[src/design/fpr_pkg.sv]
// Package with register map, fuse field layout and reset values for the flash parameter and fuse readout.
//
// Contract
// - Page size code sits in bits 10:8; code n means 32 bytes shifted by n.
// - Flash size code sits in bits 3:0; codes 0-14 map sizes, 15 reserved.
// - Revision in bits 11:0, variant in 19:16, other bits zero, no behaviour.
// - A fuse bit reads 0 when programmed and 1 when erased.
// - Upper fuse word serves only beyond 32 fuses; unused here.
// - Exactly 32 fuses, all in the lower word, fuse k at bit k.
// - User page values reach consumers only after the next chip reset.
// - Debug chip erase returns every fuse to the erased state.
// - Right after chip erase the lower fuse word reads all ones.
// - Brown-out enable bits 31:30: 01 with reset, 10 without, else off.
// - Hysteresis bit 29 enables hysteresis when one.
// - Trigger level bits 28:23; all zero is lowest, never triggers.
// - Shipped lower fuse word reads 0xE07FFFFF.
// - Boot guard bits 19:17 all ones leave boot protection off.
// - External fetch lock bit 16 at one leaves fetch unlocked.
// - Region lock bits 15:0 all ones leave every region unlocked.
// - Watchdog autostart bit 0 of first user word at zero starts watchdog.
// - Watchdog autostart bit at one, erased, leaves watchdog stopped.
package fpr_pkg;

  // ==========================================================================
  // Register offsets
  localparam logic [7:0] OFS_GEOMETRY   = 8'h0C;
  localparam logic [7:0] OFS_REVISION   = 8'h10;
  localparam logic [7:0] OFS_FUSE_UPPER = 8'h14;
  localparam logic [7:0] OFS_FUSE_LOWER = 8'h18;

  // ==========================================================================
  // Field positions
  localparam int PAGE_SIZE_LSB   = 8;
  localparam int FLASH_SIZE_LSB  = 0;
  localparam int VARIANT_LSB     = 16;
  localparam int BOD_EN_LSB      = 30;
  localparam int BOD_HYST_POS    = 29;
  localparam int BOD_LEVEL_LSB   = 23;
  localparam int USER_GUARD_POS  = 22;
  localparam int BOOT_GUARD_LSB  = 17;
  localparam int FETCH_LOCK_POS  = 16;
  localparam int REGION_LOCK_LSB = 0;
  localparam int WDT_AUTO_POS    = 0;

  // ==========================================================================
  // Values
  localparam logic [31:0] FUSE_SHIPPED  = 32'hE07FFFFF;
  localparam logic [31:0] FUSE_ERASED   = 32'hFFFFFFFF;
  localparam logic [31:0] USER_ERASED   = 32'hFFFFFFFF;
  localparam logic [31:0] UPPER_UNUSED  = 32'h00000000;
  localparam logic [2:0]  PAGE_CODE_DEF = 3'h4;
  localparam logic [3:0]  FLASH_CODE_DEF = 4'h9;
  localparam logic [3:0]  FLASH_CODE_RSVD = 4'hF;
  localparam logic [1:0]  BOD_EN_RESET  = 2'h1;
  localparam logic [1:0]  BOD_EN_NORST  = 2'h2;
  // Edges after reset release during which the fuse and user words reload.
  localparam logic [1:0]  LOAD_CYCLES   = 2'h3;

  // Decoded brown-out configuration handed to the detector.
  typedef struct packed {
    logic       enable;
    logic       reset_enable;
    logic       hysteresis;
    logic [5:0] level;
    logic       level_inert;
  } fpr_bod_cfg_s;

  // Decoded flash protection configuration.
  typedef struct packed {
    logic        user_page_guard;
    logic [2:0]  boot_guard_field;
    logic        boot_guard_off;
    logic        fetch_unlocked;
    logic [15:0] region_lock;
    logic        all_regions_open;
  } fpr_prot_cfg_s;

endpackage

[src/design/fpr_readout.sv]
// Flash parameter, revision and general purpose fuse readout register bank.
`timescale 1ns/1ps

module fpr_readout #(
  parameter logic [2:0]  PAGE_SIZE_CODE  = fpr_pkg::PAGE_CODE_DEF,
  parameter logic [3:0]  FLASH_SIZE_CODE = fpr_pkg::FLASH_CODE_DEF,
  parameter logic [11:0] REVISION        = 12'h001, // Arbitrary value.
  parameter logic [3:0]  VARIANT         = 4'h0     // Arbitrary value.
) (
  // Clock and reset.
  input  wire logic                  clock,
  input  wire logic                  rst_n,
  // Register port.
  input  wire logic [7:0]            addr,
  input  wire logic [31:0]           wdata,
  input  wire logic                  wr_en,
  input  wire logic                  rd_en,
  output logic [31:0]                rdata,
  // Fuse array and user page contents, from the nonvolatile store.
  input  wire logic [31:0]           fuse_array,
  input  wire logic [31:0]           user_word0,
  // Debug chip erase, a level held while the erase runs.
  input  wire logic                  chip_erase,
  // Decoded configuration for other modules.
  output fpr_pkg::fpr_bod_cfg_s      bod_cfg,
  output fpr_pkg::fpr_prot_cfg_s     prot_cfg,
  output logic                       watchdog_autostart
);

  // ==========================================================================
  // Input synchronisers
  logic [31:0] fuse_meta;
  logic [31:0] fuse_sync;
  logic [31:0] user_meta;
  logic [31:0] user_sync;
  logic        erase_meta;
  logic        erase_sync;

  // Two stages on the fuse, user page and erase inputs; only the second stage is used.
  always_ff @(posedge clock or negedge rst_n) begin
    if (!rst_n) begin
      fuse_meta  <= fpr_pkg::FUSE_SHIPPED;
      fuse_sync  <= fpr_pkg::FUSE_SHIPPED;
      user_meta  <= fpr_pkg::USER_ERASED;
      user_sync  <= fpr_pkg::USER_ERASED;
      erase_meta <= 1'b0;
      erase_sync <= 1'b0;
    end else begin
      fuse_meta  <= fuse_array;
      fuse_sync  <= fuse_meta;
      user_meta  <= user_word0;
      user_sync  <= user_meta;
      erase_meta <= chip_erase;
      erase_sync <= erase_meta;
    end
  end

  // ==========================================================================
  // Latched fuse and user page state
  logic [31:0] fuse_word;
  logic [31:0] user_word;
  logic        load_pending;
  logic [1:0]  load_count;

  // Reload for three edges after reset release, so the last load sees a synchronised pin value.
  always_ff @(posedge clock or negedge rst_n) begin
    if (!rst_n) begin
      load_count <= fpr_pkg::LOAD_CYCLES;
    end else if (load_count != 2'h0) begin
      load_count <= load_count - 2'h1;
    end
  end

  // Loading stays open while the count runs.
  assign load_pending = (load_count != 2'h0);

  // Fuse word: picked up after reset, forced erased by chip erase.
  always_ff @(posedge clock or negedge rst_n) begin
    if (!rst_n) begin
      fuse_word <= fpr_pkg::FUSE_SHIPPED;
    end else if (erase_sync) begin
      fuse_word <= fpr_pkg::FUSE_ERASED;
    end else if (load_pending) begin
      fuse_word <= fuse_sync;
    end
  end

  // User page word: captured only after reset, later edits wait for a reset.
  always_ff @(posedge clock or negedge rst_n) begin
    if (!rst_n) begin
      user_word <= fpr_pkg::USER_ERASED;
    end else if (load_pending) begin
      user_word <= user_sync;
    end
  end

  // ==========================================================================
  // Decoded configuration outputs
  logic [1:0] bod_en_code;
  assign bod_en_code = fuse_word[fpr_pkg::BOD_EN_LSB +: 2];

  // Brown-out detector decode.
  always_ff @(posedge clock or negedge rst_n) begin
    if (!rst_n) begin
      bod_cfg <= '0;
    end else begin
      bod_cfg.enable       <= (bod_en_code == fpr_pkg::BOD_EN_RESET) ||
                              (bod_en_code == fpr_pkg::BOD_EN_NORST);
      bod_cfg.reset_enable <= (bod_en_code == fpr_pkg::BOD_EN_RESET);
      bod_cfg.hysteresis   <= fuse_word[fpr_pkg::BOD_HYST_POS];
      bod_cfg.level        <= fuse_word[fpr_pkg::BOD_LEVEL_LSB +: 6];
      bod_cfg.level_inert  <= (fuse_word[fpr_pkg::BOD_LEVEL_LSB +: 6] == 6'h00);
    end
  end

  // Protection decode.
  always_ff @(posedge clock or negedge rst_n) begin
    if (!rst_n) begin
      prot_cfg <= '0;
    end else begin
      prot_cfg.user_page_guard  <= fuse_word[fpr_pkg::USER_GUARD_POS];
      prot_cfg.boot_guard_field <= fuse_word[fpr_pkg::BOOT_GUARD_LSB +: 3];
      prot_cfg.boot_guard_off   <= &fuse_word[fpr_pkg::BOOT_GUARD_LSB +: 3];
      prot_cfg.fetch_unlocked   <= fuse_word[fpr_pkg::FETCH_LOCK_POS];
      prot_cfg.region_lock      <= ~fuse_word[fpr_pkg::REGION_LOCK_LSB +: 16];
      prot_cfg.all_regions_open <= &fuse_word[fpr_pkg::REGION_LOCK_LSB +: 16];
    end
  end

  // Watchdog autostart is active when the user page bit is programmed to zero.
  always_ff @(posedge clock or negedge rst_n) begin
    if (!rst_n) begin
      watchdog_autostart <= 1'b0;
    end else begin
      watchdog_autostart <= ~user_word[fpr_pkg::WDT_AUTO_POS];
    end
  end

  // ==========================================================================
  // Register read path
  logic [31:0] geometry_word;
  logic [31:0] revision_word;
  logic [31:0] next_rdata;

  // Geometry and revision words; reserved bits read as zero.
  always_comb begin
    geometry_word = '0;
    geometry_word[fpr_pkg::PAGE_SIZE_LSB +: 3]  = PAGE_SIZE_CODE;
    geometry_word[fpr_pkg::FLASH_SIZE_LSB +: 4] = FLASH_SIZE_CODE;
    revision_word = '0;
    revision_word[11:0]                       = REVISION;
    revision_word[fpr_pkg::VARIANT_LSB +: 4]  = VARIANT;
  end

  // Address decode; unmapped offsets read zero.
  always_comb begin
    case (addr)
      fpr_pkg::OFS_GEOMETRY:   next_rdata = geometry_word;
      fpr_pkg::OFS_REVISION:   next_rdata = revision_word;
      fpr_pkg::OFS_FUSE_UPPER: next_rdata = fpr_pkg::UPPER_UNUSED;
      fpr_pkg::OFS_FUSE_LOWER: next_rdata = fuse_word;
      default:                 next_rdata = 32'h00000000;
    endcase
  end

  // Read data stands for the one cycle after a read strobe, zero otherwise.
  // Write strobe and write data are deliberately not used by any register.
  always_ff @(posedge clock or negedge rst_n) begin
    if (!rst_n) begin
      rdata <= 32'h00000000;
    end else if (rd_en) begin
      rdata <= next_rdata;
    end else begin
      rdata <= 32'h00000000;
    end
  end

  logic unused_wr;
  assign unused_wr = wr_en ^ (^wdata);

endmodule

[config.mk]
export PLATFORM = sky130hd
export DESIGN_NAME = fpr_readout
export DESIGN_NICKNAME = d
export VERILOG_FILES = /design/src/design/fpr_pkg.sv /design/src/design/fpr_readout.sv
export SDC_FILE = /design/constraint.sdc
export NUM_CORES = 1
export LEC_CHECK = 0
export BUFFER_PORTS_ARGS = -buffer_cell sky130_fd_sc_hd__buf_2
export CAP_MARGIN = 25
export CORE_MARGIN = 3
export CORE_UTILIZATION = 50
export DETAILED_ROUTE_END_ITERATION = 10
export GPL_TIMING_DRIVEN = 0
export PLACE_DENSITY = 0.79
export SKIP_LAST_GASP = 1
export SLEW_MARGIN = 15
export SYNTH_ARGS = -nofsm -noshare
export SYNTH_HDL_FRONTEND = slang
export SYNTH_SLANG_ARGS = --single-unit
[constraint.sdc]
create_clock -name clock -period 1.98 [get_ports clock]
set_input_delay 0.099 -clock clock [delete_from_list [all_inputs] [get_ports clock]]
set_output_delay 0.099 -clock clock [all_outputs]
set_load 0.02 [all_outputs]
==> impl_metrics.csv, run 1 <==
group,metric,value,unit
power_and_ir_drop,intPower,5.61,mW
setup_path,r2r_end,"fuse_word[23]",
floorplan,die_y,110,um
timing,rsz0062_at_grt,"no",
drt,drt-total-wl,10.1,mm
final_layout,final_util,68.6,%
clock_network,clk_pin_slew,0.06,ns
final_layout,layout_commonest_cell,"buf_2",
setup_path,arrival,2.17,ns
setup_path,end_kind,"flip-flop",
placed_design,io_buffers,110,
power_and_ir_drop,p_leak,3.47,nW
timing,setup_tns,0,ns
global_routing,grt_max_degree,103,
power_and_ir_drop,power_frac_seq,51.0,%
synthesis,synthAdderAreaFrac,0.467,%
drt,wire_per_inst,15.7,um
global_routing,grt_pass1_wl,16.3,mm
synthesis,avgSynthCellArea,16.4,sq um
min_path,whs_path_depth,4,
drt,drc,0,
setup_path,critPathLaunchType,"input port",
synthesis,synthCells,326,
flow_run,maxCapViolCount,0,
clock_network,post_cts_buffers,0,
final_layout,layout_common_cells,"buf_2 (113), dfrtp_1 (86), dfstp_2 (83)",
floorplan,dieArea,0.0120,sq mm
min_path,hold_class,"in -> reg",
setup_path,r2r_slack,0.30,ns
synthesis,synth-main-ff-cell,"dfrtp_1",
final_layout,fin_area,0.00711,sq mm
global_routing,grt_pass1_vias,3223,
clock_network,clk_latency,0.51,ns
synthesis,synth_nets,437,
run_status,outcome,"complete, no violations",
drt,vias_per_cell,4.77,
synthesis,synth_seq_cells,169,
clock_network,cts_buffers,17,
timing,timing.slew.headroom,57.8,%
power_and_ir_drop,power_density,991,mW/mm^2
timing,hold_viol_final,0,
power_and_ir_drop,switching_share,20.4,%
global_routing,track_usage,18.6,%
setup_path,critPathKind,"in -> reg",
setup_path,cp.required,2.43,ns
synthesis,yosysWarnings,0,
clock_network,root_buffer,"clkbuf_8",
timing,fin_crit_sh,87.0,%
placed_design,dp_hpwl,6.43,mm
synthesis,synthArstFlopShare,100,%
synthesis,synth_xor_area_share,0.163,%
power_and_ir_drop,irDropWorstVdd,0.000520,V
drt,first_pass_iters,4,
final_layout,num-fill-cells,738,
timing,skew,0.00821,ns
placed_design,placed_cell_area,0.00612,sq mm
synthesis,synth_compound_area_share,5.93,%
synthesis,synth_top_family_by_area,"simple AND/OR/NAND/NOR gates",
synthesis,netlist_area,0.00536,sq mm
clock_network,h-tree-depth,4,
timing,setup_violations,0,
global_routing,grt_overflow,0,
final_layout,multi_input_area,858,sq um
clock_network,cts_resized,0,
final_layout,antennaDiodeCount,0,
drt,initialDrtViolationCount,118,
final_layout,syn_to_final_growth,32.6,%
floorplan,initial_core_util,51.7,%
placed_design,gp_congestion,0.723,
placed_design,pre_cts_slack,0.308,ns
timing,max_clock_freq,0.580,GHz
min_path,hold_start,"addr[4]",
min_path,holdPathEnd,"rdata[3]",
floorplan,core,0.0104,sq mm
final_layout,drive_above_1_share,46.6,%
floorplan,ios,175,
synthesis,synthSimpleGateAreaFrac,9.24,%
timing,setup_ws,0.257,ns
synthesis,ys_seq_area_share,80.8,%
placed_design,place_inst,573,
final_layout,stdcell_count,645,
final_layout,layout.nets,607,
timing,min_period,1.72,ns
synthesis,synth-edff-count,0,
setup_path,rr_startpoint,"load_count[0]",
clock_network,clock_sinks,169,
clock_network,postCtsHoldBufs,40,
power_and_ir_drop,p_switching,1.43,mW
floorplan,die_x,110,um
timing,tightest_slew,0.634,ns
setup_path,crit_fanout,10,
global_routing,antenna_found_initial,0,
drt,vias,3079,
synthesis,synth.area.mux_share,0.210,%
setup_path,ff2ff_path_depth,5,
synthesis,ys_types,25,
power_and_ir_drop,clockPowerShare,45.9,%
floorplan,rows,37,
power_and_ir_drop,comb_power_share,3.1,%
clock_network,clk_path_buf_depth,2,
timing,maxSlewViolCount,0,
drt,antenna_left,0,
final_layout,seq_area,0.00433,sq mm
clock_network,cts_tree,"built",
==> critical path: stages <==
cell and delay (ns):
dlygate4sd3_1 0.53, buf_2 0.13, nor2b_1 0.26, clkbuf_1 0.33
o21ai_0 0.14, a21oi_1 0.13, dlygate4sd3_1 0.55
==> cell type report <==
cell class                 instances  share of cell area, %
clock inverter                    13                   2.38
multi-input combinational        119                   12.1
inverter                          22                   1.16
tap                              136                   2.39
buffer                            16                   1.23
sequential                       169                   60.9
clock buffer                      19                   5.93
timing repair buffer             151                   13.9
==> worst max path at each step <==
stage                        from             to  slack [ns]  cells past startpoint
detailed placement  load_count[0]  fuse_word[23]        0.31                      5
floorplan           load_count[0]  fuse_word[25]        0.46                      5
global route              addr[2]       rdata[0]        0.10                      7
CTS                       addr[2]       rdata[0]        0.28                      7
finish                    addr[2]       rdata[0]        0.26                      7
global placement            rst_n   prot_cfg[20]       -1.39                      1
==> state kept, by name, indices dropped and copies added (netlist names) <==
register	flops
user_meta	1
rdata	32
user_sync	1
bod_cfg	10
fuse_meta	32
erase_sync	1
watchdog_autostart	1
user_word	1
prot_cfg	23
fuse_word	32
load_count	2
erase_meta	1
fuse_sync	32
==> metal layers <==
metal,global-route usage (%),wire [um],vias to the layer above
met3,5.87,498,14
met4,6.59,142,0
li1,-,-,1434
met2,31.0,5160,93
met1,23.0,4350,1538
met5,0,0,-
==> power by group through the flow <==
stage	clock network (mW)	registers, mW	logic (mW)
after floorplan	0	3.64	0.0311
final	3.24	3.59	0.219
after detailed placement	0	3.65	0.163
after CTS	3.30	3.59	0.223
after global routing	3.48	3.60	0.246
after global placement	0	3.64	0.150
==> logic make-up (layout without fill, tap and decap cells) <==
kind of cell    after synthesis  count (layout)
compound gates               37              37
xor+xnor                      1               1
fa+ha+maj                     2               2
buf+inv                      38             221
flops                       169             169
mux                           1               1
simple gates                 78              78
==> synthesized netlist by cell type (3+ instances only) <==
| cell type | count | share of area (%) |
|---|---|---|
| clkbuf_1 | 9 | 0.63 |
| buf_6 | 3 | 0.63 |
| a211o_1 | 32 | 5.2 |
| dfstp_2 | 83 | 41 |
| and3_1 | 30 | 3.5 |
| dfrtp_1 | 86 | 40 |
| nor2b_1 | 33 | 3.9 |
| buf_2 | 4 | 0.37 |
| nand4_1 | 4 | 0.47 |
| inv_1 | 22 | 1.5 |
| nand2_1 | 3 | 0.21 |
==> through the flow <==
stage | hold slack, ns | power, mW
6_report | 0.0337 | 7.05
5_1_grt | 0.0535 | 7.32
4_1_cts | 0.00917 | 7.11
3_5_place_dp | 0.0709 | 3.81
3_3_place_gp | 0.204 | 3.79
2_1_floorplan | -0.197 | 3.67
No activity file was read; power rests on OpenSTA's default activity.
==> run 2, diff against run 1 <==
--- a/config.mk
+++ b/config.mk
@@ -7,11 +7,14 @@
 export LEC_CHECK = 0
 export BUFFER_PORTS_ARGS = -buffer_cell sky130_fd_sc_hd__buf_2
 export CAP_MARGIN = 25
+export CELL_PAD_IN_SITES_DETAIL_PLACEMENT = 0
+export CELL_PAD_IN_SITES_GLOBAL_PLACEMENT = 1
 export CORE_MARGIN = 3
-export CORE_UTILIZATION = 50
+export CORE_UTILIZATION = 43
+export CTS_CLUSTER_SIZE = 12
 export DETAILED_ROUTE_END_ITERATION = 10
 export GPL_TIMING_DRIVEN = 0
-export PLACE_DENSITY = 0.79
+export PLACE_DENSITY_LB_ADDON = 0.1
 export SKIP_LAST_GASP = 1
 export SLEW_MARGIN = 15
 export SYNTH_ARGS = -nofsm -noshare
==> constraint.sdc (replaced) <==
create_clock -name clock -period 2.1 [get_ports clock]
set_input_delay 0.105 -clock clock [delete_from_list [all_inputs] [get_ports clock]]
set_output_delay 0.105 -clock clock [all_outputs]
set_load 0.02 [all_outputs]
==> impl_metrics.csv, run 2 (synthesis results as in run 1) <==
group,metric,value,unit
setup_path,arrival,1.99,ns
clock_network,cts_buffers,17,
drt,wire_per_inst,14.8,um
timing,min_period,1.69,ns
timing,setup_ws,0.411,ns
setup_path,critPathKind,"reg -> reg",
floorplan,die_y,118,um
clock_network,clk_pin_slew,0.06,ns
timing,timing.slew.headroom,60.2,%
global_routing,grt_pass1_wl,16.8,mm
final_layout,antennaDiodeCount,0,
drt,wl_met2,4.87,mm
timing,rsz0062_at_grt,"no",
drt,vias_per_cell,4.47,
power_and_ir_drop,p_switching,1.22,mW
final_layout,layout_commonest_cell,"buf_2",
final_layout,drive_above_1_share,45.7,%
min_path,holdPathEnd,"rdata[10]",
global_routing,grt_overflow,0,
setup_path,r2r_end,"fuse_word[24]",
clock_network,cts_tree,"built",
min_path,hold_start,"addr[2]",
clock_network,h-tree-depth,4,
drt,initialDrtViolationCount,150,
drt,antenna_left,0,
final_layout,syn_to_final_growth,32.0,%
setup_path,rr_startpoint,"load_count[0]",
setup_path,end_kind,"flip-flop",
drt,met1Wirelength,4.38,mm
power_and_ir_drop,p_leak,3.45,nW
power_and_ir_drop,switching_share,19.0,%
clock_network,clk_path_buf_depth,2,
placed_design,pre_cts_slack,0.391,ns
clock_network,clk_latency,0.41,ns
floorplan,core,0.0121,sq mm
global_routing,track_usage,15.8,%
power_and_ir_drop,clockPowerShare,44.2,%
clock_network,post_cts_buffers,0,
final_layout,layout_common_cells,"buf_2 (113), dfrtp_1 (86), dfstp_2 (83)",
global_routing,grt_max_degree,87,
flow_run,maxCapViolCount,0,
power_and_ir_drop,power_frac_seq,52.6,%
floorplan,dieArea,0.0138,sq mm
setup_path,cp.required,2.40,ns
timing,max_clock_freq,0.592,GHz
floorplan,initial_core_util,44.3,%
drt,drt-total-wl,9.96,mm
floorplan,ios,175,
drt,first_pass_iters,4,
final_layout,layout.nets,604,
placed_design,gp_congestion,0.723,
drt,highest_layer,"met4",
timing,tightest_slew,0.598,ns
clock_network,root_buffer,"clkbuf_16",
min_path,whs_path_depth,3,
run_status,outcome,"complete, no violations",
placed_design,dp_hpwl,6.38,mm
timing,setup_violations,0,
setup_path,critPathLaunchType,"flip-flop",
setup_path,ff2ff_path_depth,5,
power_and_ir_drop,comb_power_share,3.2,%
timing,skew,0.00521,ns
global_routing,antenna_found_initial,0,
min_path,hold_class,"in -> reg",
timing,maxSlewViolCount,0,
timing,setup_tns,0,ns
global_routing,grt_pass1_vias,3243,
floorplan,rows,40,
power_and_ir_drop,power_density,909,mW/mm^2
drt,route.met3.wl,504,um
setup_path,r2r_slack,0.41,ns
power_and_ir_drop,irDropWorstVdd,0.000526,V
floorplan,die_x,118,um
drt,vias,3010,
clock_network,clock_sinks,169,
setup_path,crit_fanout,10,
placed_design,io_buffers,110,
drt,drc,0,
timing,fin_crit_sh,80.4,%
timing,hold_viol_final,0,
power_and_ir_drop,intPower,5.21,mW
## run 2: cell types whose count changed in the layout (fill, tap and decap cells not counted)
| cell | previous run | this run |
|---|---|---|
| clkbuf_1 | 11 | 16 |
| clkinvlp_4 | 4 | 0 |
| inv_6 | 4 | 0 |
| clkbuf_8 | 1 | 4 |
| dlygate4sd3_1 | 40 | 37 |
| bufinv_16 | 3 | 1 |
| clkbuf_16 | 16 | 17 |
| clkinv_2 | 1 | 2 |
| clkinv_4 | 1 | 0 |
## run 2: cell type report
class	instances	area (sq um)
timing repair buffer	148	958
fill	1019	5030
tap	168	210
clock inverter	3	40.0
sequential	169	4330
clock buffer	28	507
buffer	16	87.6
multi-input combinational	119	858
inverter	22	82.6
## run 2: metal layers
metal  GRT usage [%]  vias up
li1                -     1422
met1            20.0     1486
met2            24.9       86
met3            5.05       16
met4            7.47        0
met5               0        -
## run 2: repair_timing
action | CTS | global route
hold buffers | 37 | 0
gates resized for setup | 0 | 0
endpoints found under the hold margin | 88 | 0
## run 2: critical path: stages (launching register included)
cell	delay, ns
dfstp_2	0.54
inv_1	0.04
ha_1	0.24
buf_2	0.22
buf_2	0.22
a211o_1	0.32
## run 2: power by group through the flow
| stage | clock network, mW | logic [mW] | registers, mW |
|---|---|---|---|
| finish | 2.84 | 0.205 | 3.38 |
| global route | 3.08 | 0.232 | 3.39 |
| CTS | 2.93 | 0.211 | 3.39 |
| detailed placement | 0 | 0.160 | 3.44 |
| global placement | 0 | 0.149 | 3.43 |
| floorplan | 0 | 0.0294 | 3.43 |
## run 2: stage by stage
stage	power (mW)	util, %	cells	area (sq um)	hold slack (ns)
6_report	6.43	58.4	673	7080	0.0291
5_1_grt	6.70	58.4	673	7080	0.0130
4_1_cts	6.53	58.4	673	7080	0.0105
3_5_place_dp	3.60	50.9	605	6160	0.127
3_3_place_gp	3.58	50.5	604	6120	0.210
2_1_floorplan	3.46	-	326	5360	-0.191
## run 2: worst max-delay path by stage
stage | start | endpoint
CTS | load_count[0] | fuse_word[24]
global placement | rst_n | watchdog_autostart
detailed placement | load_count[0] | fuse_word[24]
floorplan | load_count[0] | fuse_word[25]
global route | load_count[0] | fuse_word[24]
finish | load_count[0] | fuse_word[24]
